$ cat src/rtl/prox_calib_pkg.sv
// Constants, types and helpers shared by the calibration register slice
// Assumes a byte-wide register port and a 16-bit proximity converter
package prox_calib_pkg;

  // ----------------------------------------------------------------
  // Register offsets
  // ----------------------------------------------------------------
  localparam logic [7:0] ADDR_CAL_CTRL = 8'hd7;
  localparam logic [7:0] ADDR_CAL_CFG = 8'hd9;
  localparam logic [7:0] ADDR_CAL_STAT = 8'hdc;
  localparam logic [7:0] ADDR_INT_EN = 8'hdd;

  // ----------------------------------------------------------------
  // Field positions
  // ----------------------------------------------------------------
  localparam int CTRL_START_BIT = 0;
  localparam int CTRL_ELEC_BIT = 5;
  localparam int CFG_TGT_LSB = 5;
  localparam int CFG_RSV_BIT = 4;
  localparam int CFG_AVG_LSB = 0;
  localparam int STAT_DONE_BIT = 0;
  localparam int IEN_ASAT_BIT = 7;
  localparam int IEN_PSAT_BIT = 6;
  localparam int IEN_PROX_BIT = 5;
  localparam int IEN_ALS_BIT = 4;
  localparam int IEN_CAL_BIT = 3;

  // ----------------------------------------------------------------
  // Widths and reset values
  // ----------------------------------------------------------------
  localparam int DATA_W = 16;
  localparam int OFS_W = 8;
  localparam int SUM_W = 23;
  localparam logic [2:0] CFG_TGT_RST = 3'h2;
  localparam logic CFG_RSV_RST = 1'h1;
  localparam logic [2:0] CFG_AVG_RST = 3'h0;
  localparam logic [2:0] OFS_MSB = 3'h7;
  localparam logic [9:0] CMP_IGNORE = 10'h003;

  // ----------------------------------------------------------------
  // Calibration sequencer states
  // ----------------------------------------------------------------
  typedef enum logic [3:0] {
    CAL_IDLE = 4'h1,
    CAL_TRY = 4'h2,
    CAL_WAIT = 4'h4,
    CAL_DONE = 4'h8
  } cal_state_e;

  // Ten-bit search target: (2^code - 1) scaled by four
  function automatic logic [9:0] target_of(input logic [2:0] code);
    logic [9:0] t;
    t = (10'h001 << code) - 10'h001;
    return t << 2;
  endfunction

  // Zero-detect mask: clears every bit at or below the target
  function automatic logic [15:0] zero_mask_of(input logic [2:0] code);
    return ~{6'h00, target_of(code) | CMP_IGNORE};
  endfunction

endpackage

$ cat src/rtl/prox_calib_irq_regs.sv
// Calibration, averaging and interrupt-enable register slice
// Assumes a byte register port driven by the serial-bus front end,
// a converter that answers each request with one conv_done strobe,
// and saturation/threshold status levels produced elsewhere.
// Every output is a field of the state register, so no pin is combed.
//
// Overview of operation
// - Three-bit target field, resets to code two
// - Target scaled by four, low two bits ignored
// - Results masked by target before zero check
// - Nonzero averaging code averages consecutive windows
// - Codes 1..7 give windows 2..128, reset 0
// - Averaging updates result only at window end
// - Finished flag set on completion, write-one clears
// - Calibration interrupt only when its enable set
// - Bit 7 enables light saturation interrupt
// - Bit 6 enables proximity saturation interrupt
// - Bits 5 and 4 enable threshold interrupts
// - Bit 3 enables calibration interrupt
// - Start bit runs calibration; zero stops it
// - Electrical mode disables diodes, self-clears after
`timescale 1ns/1ps
module prox_calib_irq_regs (
  input wire logic mclk,
  input wire logic resetn,
  input wire logic [7:0] reg_addr,
  input wire logic reg_wr,
  input wire logic reg_rd,
  input wire logic [7:0] reg_wdata,
  output logic [7:0] reg_rdata,
  input wire logic conv_done,
  input wire logic [15:0] conv_data,
  output logic conv_req,
  output logic [7:0] conv_offset,
  output logic diodes_off,
  output logic [7:0] proximity_offset,
  output logic [15:0] proximity_result,
  output logic result_update,
  input wire logic asat_stat,
  input wire logic psat_stat,
  input wire logic prox_stat,
  input wire logic als_stat,
  output logic int_out
);

  // ----------------------------------------------------------------
  // State of the slice
  // ----------------------------------------------------------------
  typedef struct packed {
    prox_calib_pkg::cal_state_e st;
    logic [2:0] bit_idx;
    logic [7:0] trial;
    logic [7:0] offset;
    logic start;
    logic elec;
    logic [2:0] tgt;
    logic rsv;
    logic [2:0] avg;
    logic cal_done;
    logic [4:0] ien;
    logic irq;
    logic req;
    logic diodes;
    logic [7:0] rdata;
    logic [15:0] result;
    logic upd;
    logic [7:0] ofs_out;
  } regs_s;

  regs_s q_r;
  regs_s q_nxt;

  logic avg_valid;
  logic [15:0] avg_data;
  logic norm_sample;

  // ----------------------------------------------------------------
  // Averager
  // ----------------------------------------------------------------
  // Only conversions outside a calibration feed the averager
  // One converter path serves both users; the sequencer state splits them
  assign norm_sample = conv_done && (q_r.st == prox_calib_pkg::CAL_IDLE);

  prox_window_avg u_avg (
    .mclk(mclk),
    .resetn(resetn),
    .sample_valid(norm_sample),
    .sample(conv_data),
    .avg_code(q_r.avg),
    .avg_valid(avg_valid),
    .avg_data(avg_data)
  );

  // ----------------------------------------------------------------
  // Register decode helpers
  // ----------------------------------------------------------------
  // Register image as read back by the host
  function automatic logic [7:0] read_mux(input regs_s s, input logic [7:0] a);
    logic [7:0] v;
    // Start from zero so unused bits always read back clear; the reserved bit reads back as stored
    v = 8'h00;
    case (a)
      prox_calib_pkg::ADDR_CAL_CTRL: begin
        v[prox_calib_pkg::CTRL_START_BIT] = s.start;
        v[prox_calib_pkg::CTRL_ELEC_BIT] = s.elec;
      end
      prox_calib_pkg::ADDR_CAL_CFG: begin
        v[prox_calib_pkg::CFG_TGT_LSB +: 3] = s.tgt;
        v[prox_calib_pkg::CFG_RSV_BIT] = s.rsv;
        v[prox_calib_pkg::CFG_AVG_LSB +: 3] = s.avg;
      end
      prox_calib_pkg::ADDR_CAL_STAT: begin
        v[prox_calib_pkg::STAT_DONE_BIT] = s.cal_done;
      end
      prox_calib_pkg::ADDR_INT_EN: begin
        v[prox_calib_pkg::IEN_CAL_BIT +: 5] = s.ien;
      end
      default: begin
        v = 8'h00; // Unmapped offsets read as zero
      end
    endcase
    return v;
  endfunction

  // Write strobe qualified by offset
  // A write to any other offset changes nothing in this slice
  function automatic logic hit(input logic wr, input logic [7:0] a,
                               input logic [7:0] target);
    return wr && (a == target);
  endfunction

  // ----------------------------------------------------------------
  // Next-state logic
  // ----------------------------------------------------------------
  always_comb begin
    // Scratch values, every one set before the state copy is touched
    logic wr_ctrl;
    logic wr_cfg;
    logic wr_stat;
    logic wr_ien;
    logic positive;
    logic finish;
    logic [7:0] bitmask;
    logic [4:0] flags;
    // One write strobe per mapped offset
    wr_ctrl = hit(reg_wr, reg_addr, prox_calib_pkg::ADDR_CAL_CTRL);
    wr_cfg = hit(reg_wr, reg_addr, prox_calib_pkg::ADDR_CAL_CFG);
    wr_stat = hit(reg_wr, reg_addr, prox_calib_pkg::ADDR_CAL_STAT);
    wr_ien = hit(reg_wr, reg_addr, prox_calib_pkg::ADDR_INT_EN);
    // Status causes in enable-bit order, bit 7 down to bit 3
    flags = {asat_stat, psat_stat, prox_stat, als_stat, q_r.cal_done};
    // Converter result counts as positive only above the masked target
    positive = |(conv_data & prox_calib_pkg::zero_mask_of(q_r.tgt));
    finish = 1'b0;
    bitmask = 8'h01 << q_r.bit_idx;
    q_nxt = q_r;
    q_nxt.req = 1'b0;
    q_nxt.upd = 1'b0;

    // --------------------------------------------------------------
    // Host writes
    // --------------------------------------------------------------
    // Configuration register: target, reserved bit and averaging
    // The reserved bit is stored so a read-back matches what was written
    if (wr_cfg) begin
      q_nxt.tgt = reg_wdata[prox_calib_pkg::CFG_TGT_LSB +: 3];
      q_nxt.rsv = reg_wdata[prox_calib_pkg::CFG_RSV_BIT];
      q_nxt.avg = reg_wdata[prox_calib_pkg::CFG_AVG_LSB +: 3];
    end

    // Interrupt enables, bits 7 down to 3
    if (wr_ien) begin
      q_nxt.ien = reg_wdata[prox_calib_pkg::IEN_CAL_BIT +: 5];
    end

    // Control register: electrical mode and start/stop
    if (wr_ctrl) begin
      q_nxt.elec = reg_wdata[prox_calib_pkg::CTRL_ELEC_BIT];
      q_nxt.start = reg_wdata[prox_calib_pkg::CTRL_START_BIT];
    end

    // --------------------------------------------------------------
    // Offset search
    // --------------------------------------------------------------
    // Successive approximation over the offset code, MSB first
    // Eight trials give the full code; the run length does not depend on data
    case (q_r.st)
      prox_calib_pkg::CAL_IDLE: begin
        // Start is only decoded here, so a second start cannot restart a run
        if (wr_ctrl && reg_wdata[prox_calib_pkg::CTRL_START_BIT]) begin
          q_nxt.st = prox_calib_pkg::CAL_TRY;
          q_nxt.bit_idx = prox_calib_pkg::OFS_MSB;
          q_nxt.trial = 8'h00;
          q_nxt.diodes = reg_wdata[prox_calib_pkg::CTRL_ELEC_BIT];
        end
      end
      prox_calib_pkg::CAL_TRY: begin
        // Offer the next trial bit and ask for one conversion
        q_nxt.trial = q_r.trial | bitmask;
        q_nxt.req = 1'b1;
        q_nxt.st = prox_calib_pkg::CAL_WAIT;
      end
      prox_calib_pkg::CAL_WAIT: begin
        // Data between answers is ignored; only the answer strobe counts
        if (conv_done) begin
          // Signal still above target means the offset is too small
          if (!positive) begin
            q_nxt.trial = q_r.trial & ~bitmask;
          end
          if (q_r.bit_idx == 3'h0) begin
            q_nxt.st = prox_calib_pkg::CAL_DONE;
          end else begin
            q_nxt.bit_idx = q_r.bit_idx - 3'h1;
            q_nxt.st = prox_calib_pkg::CAL_TRY;
          end
        end
      end
      prox_calib_pkg::CAL_DONE: begin
        // Result, flag and self-clearing bits all change on the same edge
        q_nxt.offset = q_r.trial;
        finish = 1'b1;
        q_nxt.st = prox_calib_pkg::CAL_IDLE;
        q_nxt.start = 1'b0;
        q_nxt.elec = 1'b0;
        q_nxt.diodes = 1'b0;
      end
      default: begin
        q_nxt.st = prox_calib_pkg::CAL_IDLE;
      end
    endcase

    // Writing zero to start abandons a search without a result
    if (wr_ctrl && !reg_wdata[prox_calib_pkg::CTRL_START_BIT]
        && (q_r.st != prox_calib_pkg::CAL_IDLE)) begin
      q_nxt.st = prox_calib_pkg::CAL_IDLE;
      q_nxt.diodes = 1'b0;
      finish = 1'b0;
      q_nxt.offset = q_r.offset;
      q_nxt.elec = reg_wdata[prox_calib_pkg::CTRL_ELEC_BIT];
    end

    // Front-end offset: trial code while searching, stored result otherwise
    // Taken from the next state so the pin is a flop yet keeps its timing
    if (q_nxt.st == prox_calib_pkg::CAL_IDLE) begin
      q_nxt.ofs_out = q_nxt.offset;
    end else begin
      q_nxt.ofs_out = q_nxt.trial;
    end

    // --------------------------------------------------------------
    // Status flag, result and interrupt
    // --------------------------------------------------------------
    // Finished flag: write-one clears, a completion in the same cycle wins
    q_nxt.cal_done = (q_r.cal_done
                      & ~(wr_stat & reg_wdata[prox_calib_pkg::STAT_DONE_BIT]))
                     | finish;

    // Proximity result follows the averager's window strobes
    if (avg_valid) begin
      q_nxt.result = avg_data;
      q_nxt.upd = 1'b1;
    end

    // Interrupt: any flag whose enable is set
    // Registered, so the pin trails its cause by one cycle
    q_nxt.irq = |(flags & q_r.ien);

    // Read data is captured on the read strobe and held
    // Reading the status byte leaves the flag alone; only a write-one clears
    if (reg_rd) begin
      q_nxt.rdata = read_mux(q_r, reg_addr);
    end
  end

  // ----------------------------------------------------------------
  // State register
  // ----------------------------------------------------------------
  // Asynchronous reset loads the power-up values, constants only
  always_ff @(posedge mclk or negedge resetn) begin
    if (!resetn) begin
      q_r <= '0;
      q_r.st <= prox_calib_pkg::CAL_IDLE;
      q_r.tgt <= prox_calib_pkg::CFG_TGT_RST;
      // The reserved bit powers up set, as does bit 6 of its byte from target code two
      q_r.rsv <= prox_calib_pkg::CFG_RSV_RST;
      q_r.avg <= prox_calib_pkg::CFG_AVG_RST;
    end else begin
      q_r <= q_nxt;
    end
  end

  // ----------------------------------------------------------------
  // Outputs, all straight from the state register
  // ----------------------------------------------------------------
  // Trial code drives the front end only while a search runs
  assign conv_offset = q_r.ofs_out;
  assign reg_rdata = q_r.rdata;
  assign conv_req = q_r.req;
  assign diodes_off = q_r.diodes;
  assign proximity_offset = q_r.offset;
  assign proximity_result = q_r.result;
  assign result_update = q_r.upd;
  assign int_out = q_r.irq;

endmodule // prox_calib_irq_regs

$ cat src/rtl/prox_window_avg.sv
// Windowed averager for proximity samples
// Assumes samples arrive as single-cycle strobes in the mclk domain
`timescale 1ns/1ps
module prox_window_avg (
  input wire logic mclk,
  input wire logic resetn,
  input wire logic sample_valid,
  input wire logic [15:0] sample,
  input wire logic [2:0] avg_code,
  output logic avg_valid,
  output logic [15:0] avg_data
);

  typedef struct packed {
    logic [2:0] code;
    logic [7:0] cnt;
    logic [prox_calib_pkg::SUM_W-1:0] sum;
    logic valid;
    logic [15:0] data;
  } avg_s;

  avg_s q_r;
  avg_s q_nxt;

  // ----------------------------------------------------------------
  // Accumulate one window, then emit its mean
  // ----------------------------------------------------------------
  // Code 0 gives a window of one, so data passes straight through
  always_comb begin
    logic [prox_calib_pkg::SUM_W-1:0] acc;
    logic [7:0] last;
    acc = q_r.sum + {7'h00, sample};
    last = (8'h01 << q_r.code) - 8'h01;
    q_nxt = q_r;
    q_nxt.valid = 1'b0;
    if (avg_code != q_r.code) begin
      // A new window size restarts the window, partial sums are dropped
      q_nxt.code = avg_code;
      q_nxt.cnt = 8'h00;
      q_nxt.sum = '0;
    end else if (sample_valid) begin
      if (q_r.cnt == last) begin
        q_nxt.valid = 1'b1;
        q_nxt.data = 16'(acc >> q_r.code);
        q_nxt.cnt = 8'h00;
        q_nxt.sum = '0;
      end else begin
        q_nxt.cnt = q_r.cnt + 8'h01;
        q_nxt.sum = acc;
      end
    end
  end

  // State register
  always_ff @(posedge mclk or negedge resetn) begin
    if (!resetn) begin
      q_r <= '0;
    end else begin
      q_r <= q_nxt;
    end
  end

  assign avg_valid = q_r.valid;
  assign avg_data = q_r.data;

endmodule // prox_window_avg

$ cat config.mk
export PLATFORM = sky130hd
export DESIGN_NAME = prox_calib_irq_regs
export DESIGN_NICKNAME = d
export VERILOG_FILES = /design/src/rtl/prox_calib_pkg.sv /design/src/rtl/prox_calib_irq_regs.sv /design/src/rtl/prox_window_avg.sv
export SDC_FILE = /design/constraint.sdc
export NUM_CORES = 1
export LEC_CHECK = 0
export ABC_AREA = 1
export BUFFER_PORTS_ARGS = -buffer_cell sky130_fd_sc_hd__buf_2
export CAP_MARGIN = 10
export CORE_MARGIN = 2
export CORE_UTILIZATION = 30
export DETAILED_ROUTE_END_ITERATION = 6
export GPL_ROUTABILITY_DRIVEN = 0
export SLEW_MARGIN = 20
export SYNTH_ARGS = -nofsm -noshare
export SYNTH_HDL_FRONTEND = slang
export SYNTH_SLANG_ARGS = --single-unit
$ cat constraint.sdc
create_clock -name mclk -period 3.2 [get_ports mclk]
set_clock_uncertainty 0.15 [all_clocks]
set_input_delay 0.48 -clock mclk [delete_from_list [all_inputs] [get_ports mclk]]
set_output_delay 0.48 -clock mclk [all_outputs]
set_load 0.03 [all_outputs]
# Word-level counts from Yosys, hierarchy flattened
# Index checks and enable logic that the tools add are counted.
# word_totals
register_bits,125
input_bits,41
output_inout_bits,44
elab_cells,111
# op_classes
n_addsub,5
n_eq_ne,16
n_shift,4
muxes,32
bitwise,11
n_reduce_logical,20
# ops
cell,n
$mux 31,2
$mux 48,1
$mux 17,2
$eq 8x8->1 const B,4
$mux 15,2
$mux 8,3
$pmux 8 s3,1
$shl 1x3->8 const A,3
$add 23x16->23,1
$shr 23x3->16,1
$and 16x16->16,1
$not 10->16,1
$reduce_or 16->1,1
$sub 8x1->8 const B,2
$pmux 4 s3,1
$mux 10,1
$add 8x1->8 const B,1
$and 8x8->8,1
$eq 4x1->1 const B,2
$eq 8x8->1,1
$logic_and 1x1->1,8
$mux 1,8
$mux 4,2
$not 8->8,1
28 further kinds,37

# Longest topological paths before layout
# Gate-level depths: netlist of run 1.
# depth
ltp_word,11
mapped_depth,18
depth_no_buf,18

# Cells and area by module
# Synthesis of run 1 repeated with hierarchy kept, for this count alone.
# hier_totals
hier_cells,1145
area_unflattened_um2,8389.3
# by_module_without_submodules
module,instances,cells_per_inst,area_each_um2,seq_area_each_um2
prox_window_avg,1,696,4514.3,1276.2
prox_calib_irq_regs,1,449,3875.0,1855.5

# Least setup slack after synthesis of run 1
# OpenSTA, ideal clock, no wires.
# synth_path
kind,flip-flop to flip-flop
startpoint,register u_avg.q_r[49] in the netlist's numbering
endpoint,register u_avg.q_r[24] in the netlist's numbering
setup_time_ns,0.121
arrival_ns,2.163
t_required_ns,2.929
setup_slack_ns,0.766
path_stages_with_launch,15
path_buffers,2
period_less_slack_ns,2.434
cell_sequence,dfrtp_1 clkbuf_1 nor2_1 nand2_1 ha_1 nand2_1 o21ai_0 a21oi_1 nand4_1 nor3_2 nand3_2 nand2_2 inv_2 buf_2 a22o_1
# synth_between
elab_chain_len,6
word_cells_on_any_way,8
classes_between,1 x add/sub; 2 x eq/ne; 1 x shift; 3 x mux; 1 x reduce/logical
# synth_rtl
item,line,rtl
"start, declared",prox_window_avg.sv:22,avg_s q_r;
"start signal, assigned",prox_window_avg.sv:59,q_r <= q_nxt;
$shl 1x3->8,prox_window_avg.sv:33,last = (8'h01 << q_r.code) - 8'h01;
$sub 8x1->8,prox_window_avg.sv:33,
$eq 8x8->1,prox_window_avg.sv:42,if (q_r.cnt == last) begin
$mux 31,prox_window_avg.sv:42,
$mux 48,prox_window_avg.sv:41,end else if (sample_valid) begin
$mux 31,prox_window_avg.sv:36,if (avg_code != q_r.code) begin
# Several ways; a longest one is shown, not always the timed one. The select of a mux whose other input is x is not followed.
# A chain may end at the register's enable or synchronous reset.

# Worst setup path after layout of run 1
# layout_path
startpoint,register u_avg.q_r[49] in the netlist's numbering
endpoint,register u_avg.q_r (netlist bit u_avg.avg_data[13])
# layout_between
elab_chain_len,4
word_cells_on_any_way,7
classes_between,1 x add/sub; 2 x eq/ne; 2 x shift; 1 x bitwise; 1 x reduce/logical
# layout_rtl
item,line
$shl 1x3->8,prox_window_avg.sv:33
$sub 8x1->8,prox_window_avg.sv:33
$eq 8x8->1,prox_window_avg.sv:42
$reduce_and 3->1 (no line),n/a
# Several ways; a longest one is shown, not always the timed one.

==> results of run 1 <==
[per-stage QoR]
stage	hold WS [ns]	instance area [um^2]
final	0.122	9150
after global routing	0.119	9150
after detailed placement	0.259	8530
after global placement	0.253	8530
after floorplan	0.0344	7980
after CTS	0.119	9150
[report_power, final]
group / leakage, nW / switching [mW] / internal [mW]
Combinational: 2.99 / 1.65 / 0.804
Sequential: 1.58 / 0.161 / 1.81
Clock: 0.292 / 0.819 / 1.18
Total: 4.86 / 2.63 / 3.79
[cells by family (layout without fill, tap and decap cells)]
group,Yosys count,in the layout,share of synthesized area [%]
AO/OA/AOI/OAI,119,119,8.36
XOR/XNOR,18,18,1.98
adder cells (fa/ha/maj),25,25,4.01
buffers and inverters,212,276,12.0
flip-flops,125,125,39.3
multiplexers,14,14,1.98
AND/OR/NAND/NOR,610,610,32.4
[critical path: cells and delay by family, from the launching register on]
family | cells | cell delay [ns]
AND/OR/NAND/NOR | 8 | 1.05
buffers and inverters | 3 | 0.71
flip-flops | 1 | 0.42
XOR/XNOR | 1 | 0.17
[state kept, by name, summed over array words and instances, names as in the netlist]
signal,flops
conv_offset,8
u_avg.avg_valid,1
proximity_offset,8
diodes_off,1
result_update,1
u_avg.q_r,34
int_out,1
u_avg.avg_data,16
conv_req,1
reg_rdata,8
q_r,30
proximity_result,16
[metal layers]
metal / wire length (um) / part of all wire (%)
met4: 261 / 1.2
met3: 1180 / 5.5
met1: 9780 / 46
met5: 0 / 0
met2: 10300 / 48
[worst max-delay path by stage]
stage	slack, ns	depth (start not counted)	startpoint	endpoint
2_1_floorplan	0.77	14	u_avg.q_r[49]	u_avg.q_r[24]
3_3_place_gp	0.45	18	conv_data[0]	u_avg.avg_data[10]
3_5_place_dp	0.38	18	conv_data[0]	u_avg.avg_data[13]
4_1_cts	0.59	14	u_avg.q_r[48]	u_avg.avg_data[13]
5_1_grt	0.22	14	u_avg.q_r[48]	u_avg.avg_data[13]
6_report	0.58	12	u_avg.q_r[49]	u_avg.avg_data[13]
[timing repair]
action | 4_1_cts | 5_1_grt
endpoints found under the setup margin | 0 | 0
hold buffers | 1 | 0
endpoints found under the hold margin | 53 | 0
[final cells by class]
cell class	instances	share of cell area (%)
Clock buffer	17	4.65
Timing Repair Buffer	101	6.22
Clock inverter	15	1.97
Tap cell	335	4.58
Multi-Input combinational cell	786	42.5
Inverter	143	5.87
Sequential cell	125	34.2
[cells in the final DEF (no fill, tap or decap), drive strengths merged]
master / instances
o21bai: 2
a221oi: 4
nor2: 82
nor3b: 1
a21boi: 1
clkinvlp: 2
clkbuf: 17
o31ai: 2
or2: 6
nor3: 13
o21ai: 64
mux2: 14
dfstp: 3
o211ai: 6
xnor2: 6
a31oi: 1
dfrtp: 122
nand3b: 3
bufinv: 2
xor2: 12
o22ai: 3
ha: 24
fa: 1
inv: 149
clkinv: 5
a21o: 1
a22o: 4
and2: 3
a2bb2oi: 1
nand2: 352
a21oi: 29
nor4: 3
nand3: 134
and3: 1
nand4: 12
buf: 100
dlygate4sd3: 1
o21a: 1
==> results.txt, run 1 <==
outcome = complete, no violations
RSZ-0062 raised after global routing = false
Worst setup SP type = flop
worst-path fanout max = 20
initial antenna violation count = 0
fin crit period = 2.62 ns
WP data arrival = 2.78 ns
top post-synthesis cells by area = dfrtp_1 (38%), nand2_1 (17%), nand3_1 (8.3%)
HPWL after detailed placement = 16.3 mm
Post-synth EDFFs = 0
routed via count = 7266
Reg area = 3130 um^2
setup_tns = 0 ns
total track usage = 15.8%
final period utilization = 81.7%
wire length per cell = 14.1 um
critical path class = flop to flop
post-CTS sizing = 0
max-slew violations = 0
Final Core Density = 35.1%
Fin. Hold Viols = 0
met3 Use GR = 3.33%
reg-to-reg slack, setup = 0.58 ns
Worst path max stage delay = 0.42 ns
r2r endpoint = u_avg.avg_data[13]
pwr dens = 701 nW/um^2
drt total wl = 21.5 mm
CTS sink cnt = 125
Setup-failing EPs final = 0
busiest grt layer = met2
non-filler cells, final = 1522
Clock Tree Root = clkbuf_16
Worst slew margin = 50.5%
die area = 27900 um^2
Synth cell types = 45
CP max stage cell = dfrtp_1
postcts setup bufs = 0
Synth top cells by count = nand2_1 (351), inv_1 (137), nand3_1 (133)
first-pass GRT wire length = 35.7 mm
core box area = 26100 um^2
Leak Pwr = 4.86 nW
filler instances = 2780
met2 Track Usage GR = 26.3%
Cells after Synth = 1123
antenna-violating nets left = 0
layout cells sized above 1 = 14.1%
synthesized net count = 1189
Die Y = 167 um
setup ws final = 0.584 ns
Vias/cell = 4.77
max_cap viols = 0
placed cells = 1489
#FFs+latches synth = 125
I/O Buffers = 84
I/O pins = 85
area of the multi-input gates = 3890 um^2
worst hold path class = input pin to flop
Power Total = 6.42 mW
die span in x = 167 um
# diodes = 0
most frequent cell after synthesis = nand2_1
register area share after synthesis = 39.3%
Hold Path End = int_out
H-tree depth = 4
required time of the critical path = 3.36 ns
hold depth = 3
number of global-route vias before repair = 7037
grt ovf = 0
Synth top area share = 38.3%
FFs w/ async S/R, synth = 100%
FMAX = 0.382 GHz
top_reg_cell synth = dfrtp_1
CTS tree = yes
nets@finish = 1240
DRC viols = 0
worst slew pin tran = 0.742 ns
Initial Util = 30.6%
DRT iter0 DRCs = 432
largest area contributor in the netlist = dfrtp_1
Worst Setup End Kind = flop
reg2reg start = u_avg.q_r[49]
Post-Place Setup Slack = 0.379 ns
r2r worst-path depth = 12
CTS Buffer Depth = 2
row cnt = 59
Clk pin slew, worst setup/hold paths = 0.07 ns
pin count of the biggest net entering global routing = 70
Avg Synthesized Cell Area = 7.10 um^2
Synth-to-Final Area Change = 14.7%
Global Route met1 Usage = 21.0%
Synth Warn # = 0
cell area after synthesis = 7980 um^2
critical path cell sequence = buf_4 > inv_2 > nor2_4 > nand2_1 > xor2_1 > nor3_2 > nand3_2 > nor2_4 > buf_4 > nand3_1 > nor2_1 > nor2_1
CTS Buf Count = 17
Peak VDD IR = 0.321 mV
Clock Latency Late Sink = 0.43 ns
DR pass1 iterations = 6
Hold Path Origin = asat_stat
No activity file was read; power rests on OpenSTA's default activity.
==> run 2: changes to the inputs <==
clock period = 2.4 ns   (was 3.2 ns; I/O delays follow)
==> results.txt, run 2 (same netlist as run 1, synthesis figures left out) <==
pin count of the biggest net entering global routing = 65
Final Core Density = 38.8%
CTS Buf Count = 17
hold_ws = 0.0132 ns
max_cap viols = 0
FMAX = 0.398 GHz
Worst slew margin = 48.6%
antenna-violating nets left = 0
placed cells = 1552
most frequent cells in the layout = nand2_1 (339), inv_1 (131), nand3_1 (120), dfrtp_1 (120), buf_4 (87)
Die Y = 167 um
outcome = finished, violations left
routed via count = 7581
row cnt = 59
CTS Buffer Depth = 2
Fin. Hold Viols = 0
final period utilization = 105%
Peak VDD IR = 0.513 mV
RSZ-0062 raised after global routing = true
worst slew pin tran = 0.772 ns
DRC viols = 0
worst-path fanout max = 6
H-tree depth = 4
I/O Buffers = 84
layout cells sized above 1 = 24.3%
Worst Setup End Kind = flop
max-slew violations = 0
Reg area = 3130 um^2
Initial Util = 30.6%
register name with the most flops = u_avg.q_r
first-pass GRT wire length = 37.6 mm
die span in x = 167 um
number of flip-flops in the largest register = 34
Synth-to-Final Area Change = 26.8%
setup_tns = -1.19 ns
commonest non-fill, non-tap cell in the layout = nand2_1
Worst setup SP type = flop
worst hold path class = input pin to flop
DR pass1 iterations = 5
reg-to-reg slack, setup = -0.11 ns
Clk pin slew, worst setup/hold paths = 0.06 ns
grt ovf = 0
WP data arrival = 2.68 ns
failing checks = negative setup slack
Leak Pwr = 5.29 nW
setup ws final = -0.113 ns
nets@finish = 1320
CTS sink cnt = 125
filler instances = 2742
core box area = 26100 um^2
required time of the critical path = 2.57 ns
Post-Place Setup Slack = -0.220 ns
number of global-route vias before repair = 7516
Clock Tree Root = clkbuf_16
wire length per cell = 14.4 um
pwr dens = 954 nW/um^2
Clock Latency Late Sink = 0.43 ns
# diodes = 0
critical path class = flop to flop
total track usage = 16.7%
Vias/cell = 4.73
area of the multi-input gates = 4170 um^2
Setup-failing EPs final = 17
HPWL after detailed placement = 17.1 mm
I/O pins = 85
drt total wl = 23.1 mm
fin crit period = 2.51 ns
non-filler cells, final = 1602
DRT iter0 DRCs = 476
biggest registers after layout = u_avg.q_r x34, q_r x30
CTS tree = yes
initial antenna violation count = 0
die area = 27900 um^2
[run 2: worst paths after layout]
check	start	to	cells past startpoint
max in group asynchronous	resetn	u_avg.avg_data[13]	3
min in group asynchronous	resetn	proximity_offset[1]	2
max reg2reg	u_avg.q_r[48]	u_avg.avg_data[0]	14
min reg2reg	q_r[43]	u_avg.q_r[49]	0
max	u_avg.q_r[48]	u_avg.avg_data[0]	14
min	reg_wdata[4]	q_r[45]	3
[run 2: stage by stage]
stage | area, um^2 | power, mW
finish | 10100 | 9.65
global route | 10100 | 10.3
CTS | 9820 | 9.37
detailed placement | 9020 | 6.54
global placement | 9020 | 6.50
floorplan | 7980 | 5.05
[run 2: what timing repair did]
item,4_1_cts,5_1_grt
cloned,1,1
endpoints found under the hold margin,59,0
buffers inserted,9,5
pin swaps,8,21
gates resized for setup,20,71
setup endpoints to repair,26,61
hold buffers,3,0
[run 2: cell type report]
class	instances	area share, %
Inverter	143	5.44
Tap cell	335	4.14
Multi-Input combinational cell	786	41.2
Timing Repair inverter	1	0.0742
Timing Repair Buffer	180	12.1
Clock buffer	20	4.51
Sequential cell	125	31.0
Clock inverter	12	1.60
[run 2: layer usage]
layer	wire, um	GRT usage, %
met1	10300	21.2
met2	11000	27.9
met3	1230	3.49
met4	564	6.33
met5	0	0
[run 2: critical path, stage by stage, from the launching register on]
cell and delay [ns]:
dfrtp_2 0.41, inv_2 0.07, nor2_4 0.11, nand2_2 0.08, ha_4 0.25, nand2_1 0.05
o21ai_1 0.05, a21oi_1 0.13, nand4_1 0.12, nor3_2 0.20, nand3_2 0.11, nor2_4 0.22
clkinvlp_4 0.24, nor2_2 0.14, a2bb2oi_1 0.06
[run 2: power by group]
| part | leakage, nW | internal, mW | switching [mW] |
|---|---|---|---|
| registers | 1.58 | 2.41 | 0.246 |
| clock network | 0.293 | 1.70 | 1.03 |
| logic | 3.42 | 1.74 | 2.53 |
| total | 5.29 | 5.85 | 3.80 |
==> run 3: changes to the inputs <==
RECOVER_POWER = 25   (was unset)
==> results.txt, run 3 (same netlist as run 1, synthesis figures left out) <==
max_cap viols = 1
I/O Buffers = 84
Power Total = 9.65 mW
Worst slew margin = -8.69%
drt total wl = 23.1 mm
FMAX = 0.398 GHz
Worst setup SP type = flop
Leak Pwr = 5.29 nW
Net Sw Frac = 39.4%
WP data arrival = 2.68 ns
antenna-violating nets left = 0
reg2reg start = u_avg.q_r[48]
Initial Util = 30.6%
pin count of the biggest net entering global routing = 65
setup_tns = -1.16 ns
H-tree depth = 4
Clock Tree Root = clkbuf_16
I/O pins = 85
DR pass1 iterations = 5
worst slew pin tran = 1.63 ns
max-slew violations = 64
Synth-to-Final Area Change = 26.7%
register name with the most flops = u_avg.q_r
Peak VDD IR = 0.515 mV
worst-path fanout max = 6
final period utilization = 105%
critical path class = flop to flop
Worst Setup End Kind = flop
failing checks = max-capacitance violations, max-slew violations, negative setup slack
fin crit period = 2.51 ns
RSZ-0062 raised after global routing = true
Most common cell on crit path = nor2_4
top sig layer = met4
biggest registers after layout = u_avg.q_r x34, q_r x30
Hold Path Origin = reg_wdata[4]
die area = 27900 um^2
HPWL after detailed placement = 17.1 mm
most frequent cells in the layout = nand2_1 (339), inv_1 (131), nand3_1 (120), dfrtp_1 (120), buf_4 (86)
nets@finish = 1320
commonest non-fill, non-tap cell in the layout = nand2_1
initial antenna violation count = 0
Clock Power Share = 28.3%
number of global-route vias before repair = 7516
Setup-failing EPs final = 17
worst hold path class = input pin to flop
total track usage = 16.7%
Buf/Inv on CP = 2
share of total power in combinational logic = 44.2%
routed length on met2 = 11.1 mm
wl on met1 = 10.3 mm
wire length per cell = 14.4 um
Flop pwr share = 27.5%
Clk pin slew, worst setup/hold paths = 0.06 ns
P_int = 5.84 mW
CP max stage cell = dfrtp_2
core box area = 26100 um^2
CTS Buf Count = 17
critical path cell sequence = inv_2 > nor2_4 > nand2_2 > ha_4 > nand2_1 > o21ai_1 > a21oi_1 > nand4_1 > nor3_2 > nand3_2 > nor2_4 > clkinvlp_4 > nor2_2 > a2bb2oi_1
outcome = finished, violations left
first-pass GRT wire length = 37.6 mm
number of flip-flops in the largest register = 34
Vias/cell = 4.73
die span in x = 167 um
met3 routed WL = 1.26 mm
Worst path max stage delay = 0.41 ns
Die Y = 167 um
DRT iter0 DRCs = 498
pwr dens = 954 nW/um^2
grt ovf = 0
routed via count = 7574
# diodes = 0
NetSw = 3.80 mW
Clock Latency Late Sink = 0.43 ns
DRC viols = 0
required time of the critical path = 2.57 ns
Post-Place Setup Slack = -0.220 ns
Top delay family on crit path = simple AND/OR/NAND/NOR gates
CTS tree = yes
row cnt = 59
CTS Buffer Depth = 2
layout cells sized above 1 = 24.2%
Fin. Hold Viols = 0
worst setup path start = u_avg.q_r[48]
setup ws final = -0.111 ns
CTS sink cnt = 125
Final Core Density = 38.8%
[run 3: worst register-to-register path, delay by kind of cell (launching register included)]
| kind | cells | cell delay, ns |
|---|---|---|
| flops | 1 | 0.41 |
| buf+inv | 2 | 0.31 |
| fa+ha+maj | 1 | 0.25 |
| compound gates | 3 | 0.23 |
| simple gates | 8 | 1.03 |
[run 3: cell type report]
type	instances	area, um^2
Sequential cell	125	3130
Fill cell	2745	16000
Timing Repair inverter	1	7.51
Tap cell	335	419
Multi-Input combinational cell	786	4170
Clock inverter	12	161
Inverter	143	551
Timing Repair Buffer	180	1210
Clock buffer	20	457
[run 3: worst paths after layout]
path                                  endpoint  slack [ns]  depth (start not counted)
min reg2reg                      u_avg.q_r[49]        0.27                          0
max in group asynchronous        u_avg.q_r[49]        0.28                          2
min in group asynchronous  proximity_offset[1]        0.71                          2
min                                    q_r[45]        0.01                          3
max                          u_avg.avg_data[0]       -0.11                         14
max reg2reg                  u_avg.avg_data[0]       -0.11                         14
[run 3: power by group through the flow]
stage          combinational (mW)  sequential, mW  clock, mW
3_5_place_dp                 3.87            2.66          0
4_1_cts                      3.95            2.63       2.78
2_1_floorplan                2.44            2.61          0
3_3_place_gp                 3.84            2.66          0
5_1_grt                      4.76            2.69       2.88
6_report                     4.26            2.65       2.73
[run 3: what timing repair did]
item | CTS | global route
hold endpoints to repair | 59 | 0
setup endpoints to repair | 26 | 61
hold buffers | 3 | 0
setup buffers | 9 | 5
gates cloned | 1 | 1
pin swaps | 8 | 21
resized for setup | 20 | 71
[run 3: per-stage QoR]
| step | hold slack, ns | area, um^2 | std cells |
|---|---|---|---|
| after global routing | 0.0294 | 10100 | 1602 |
| final | 0.0131 | 10100 | 1602 |
| after CTS | 0.00647 | 9820 | 1597 |
| after detailed placement | 0.243 | 9020 | 1552 |
| after floorplan | -0.0856 | 7980 | 1123 |
| after global placement | 0.241 | 9020 | 1552 |
[run 3: layer usage]
metal | vias to the layer above | GRT usage, %
met5 | - | 0
met4 | 0 | 6.33
met3 | 37 | 3.49
met2 | 215 | 27.9
met1 | 3496 | 21.2
li1 | 3826 | -
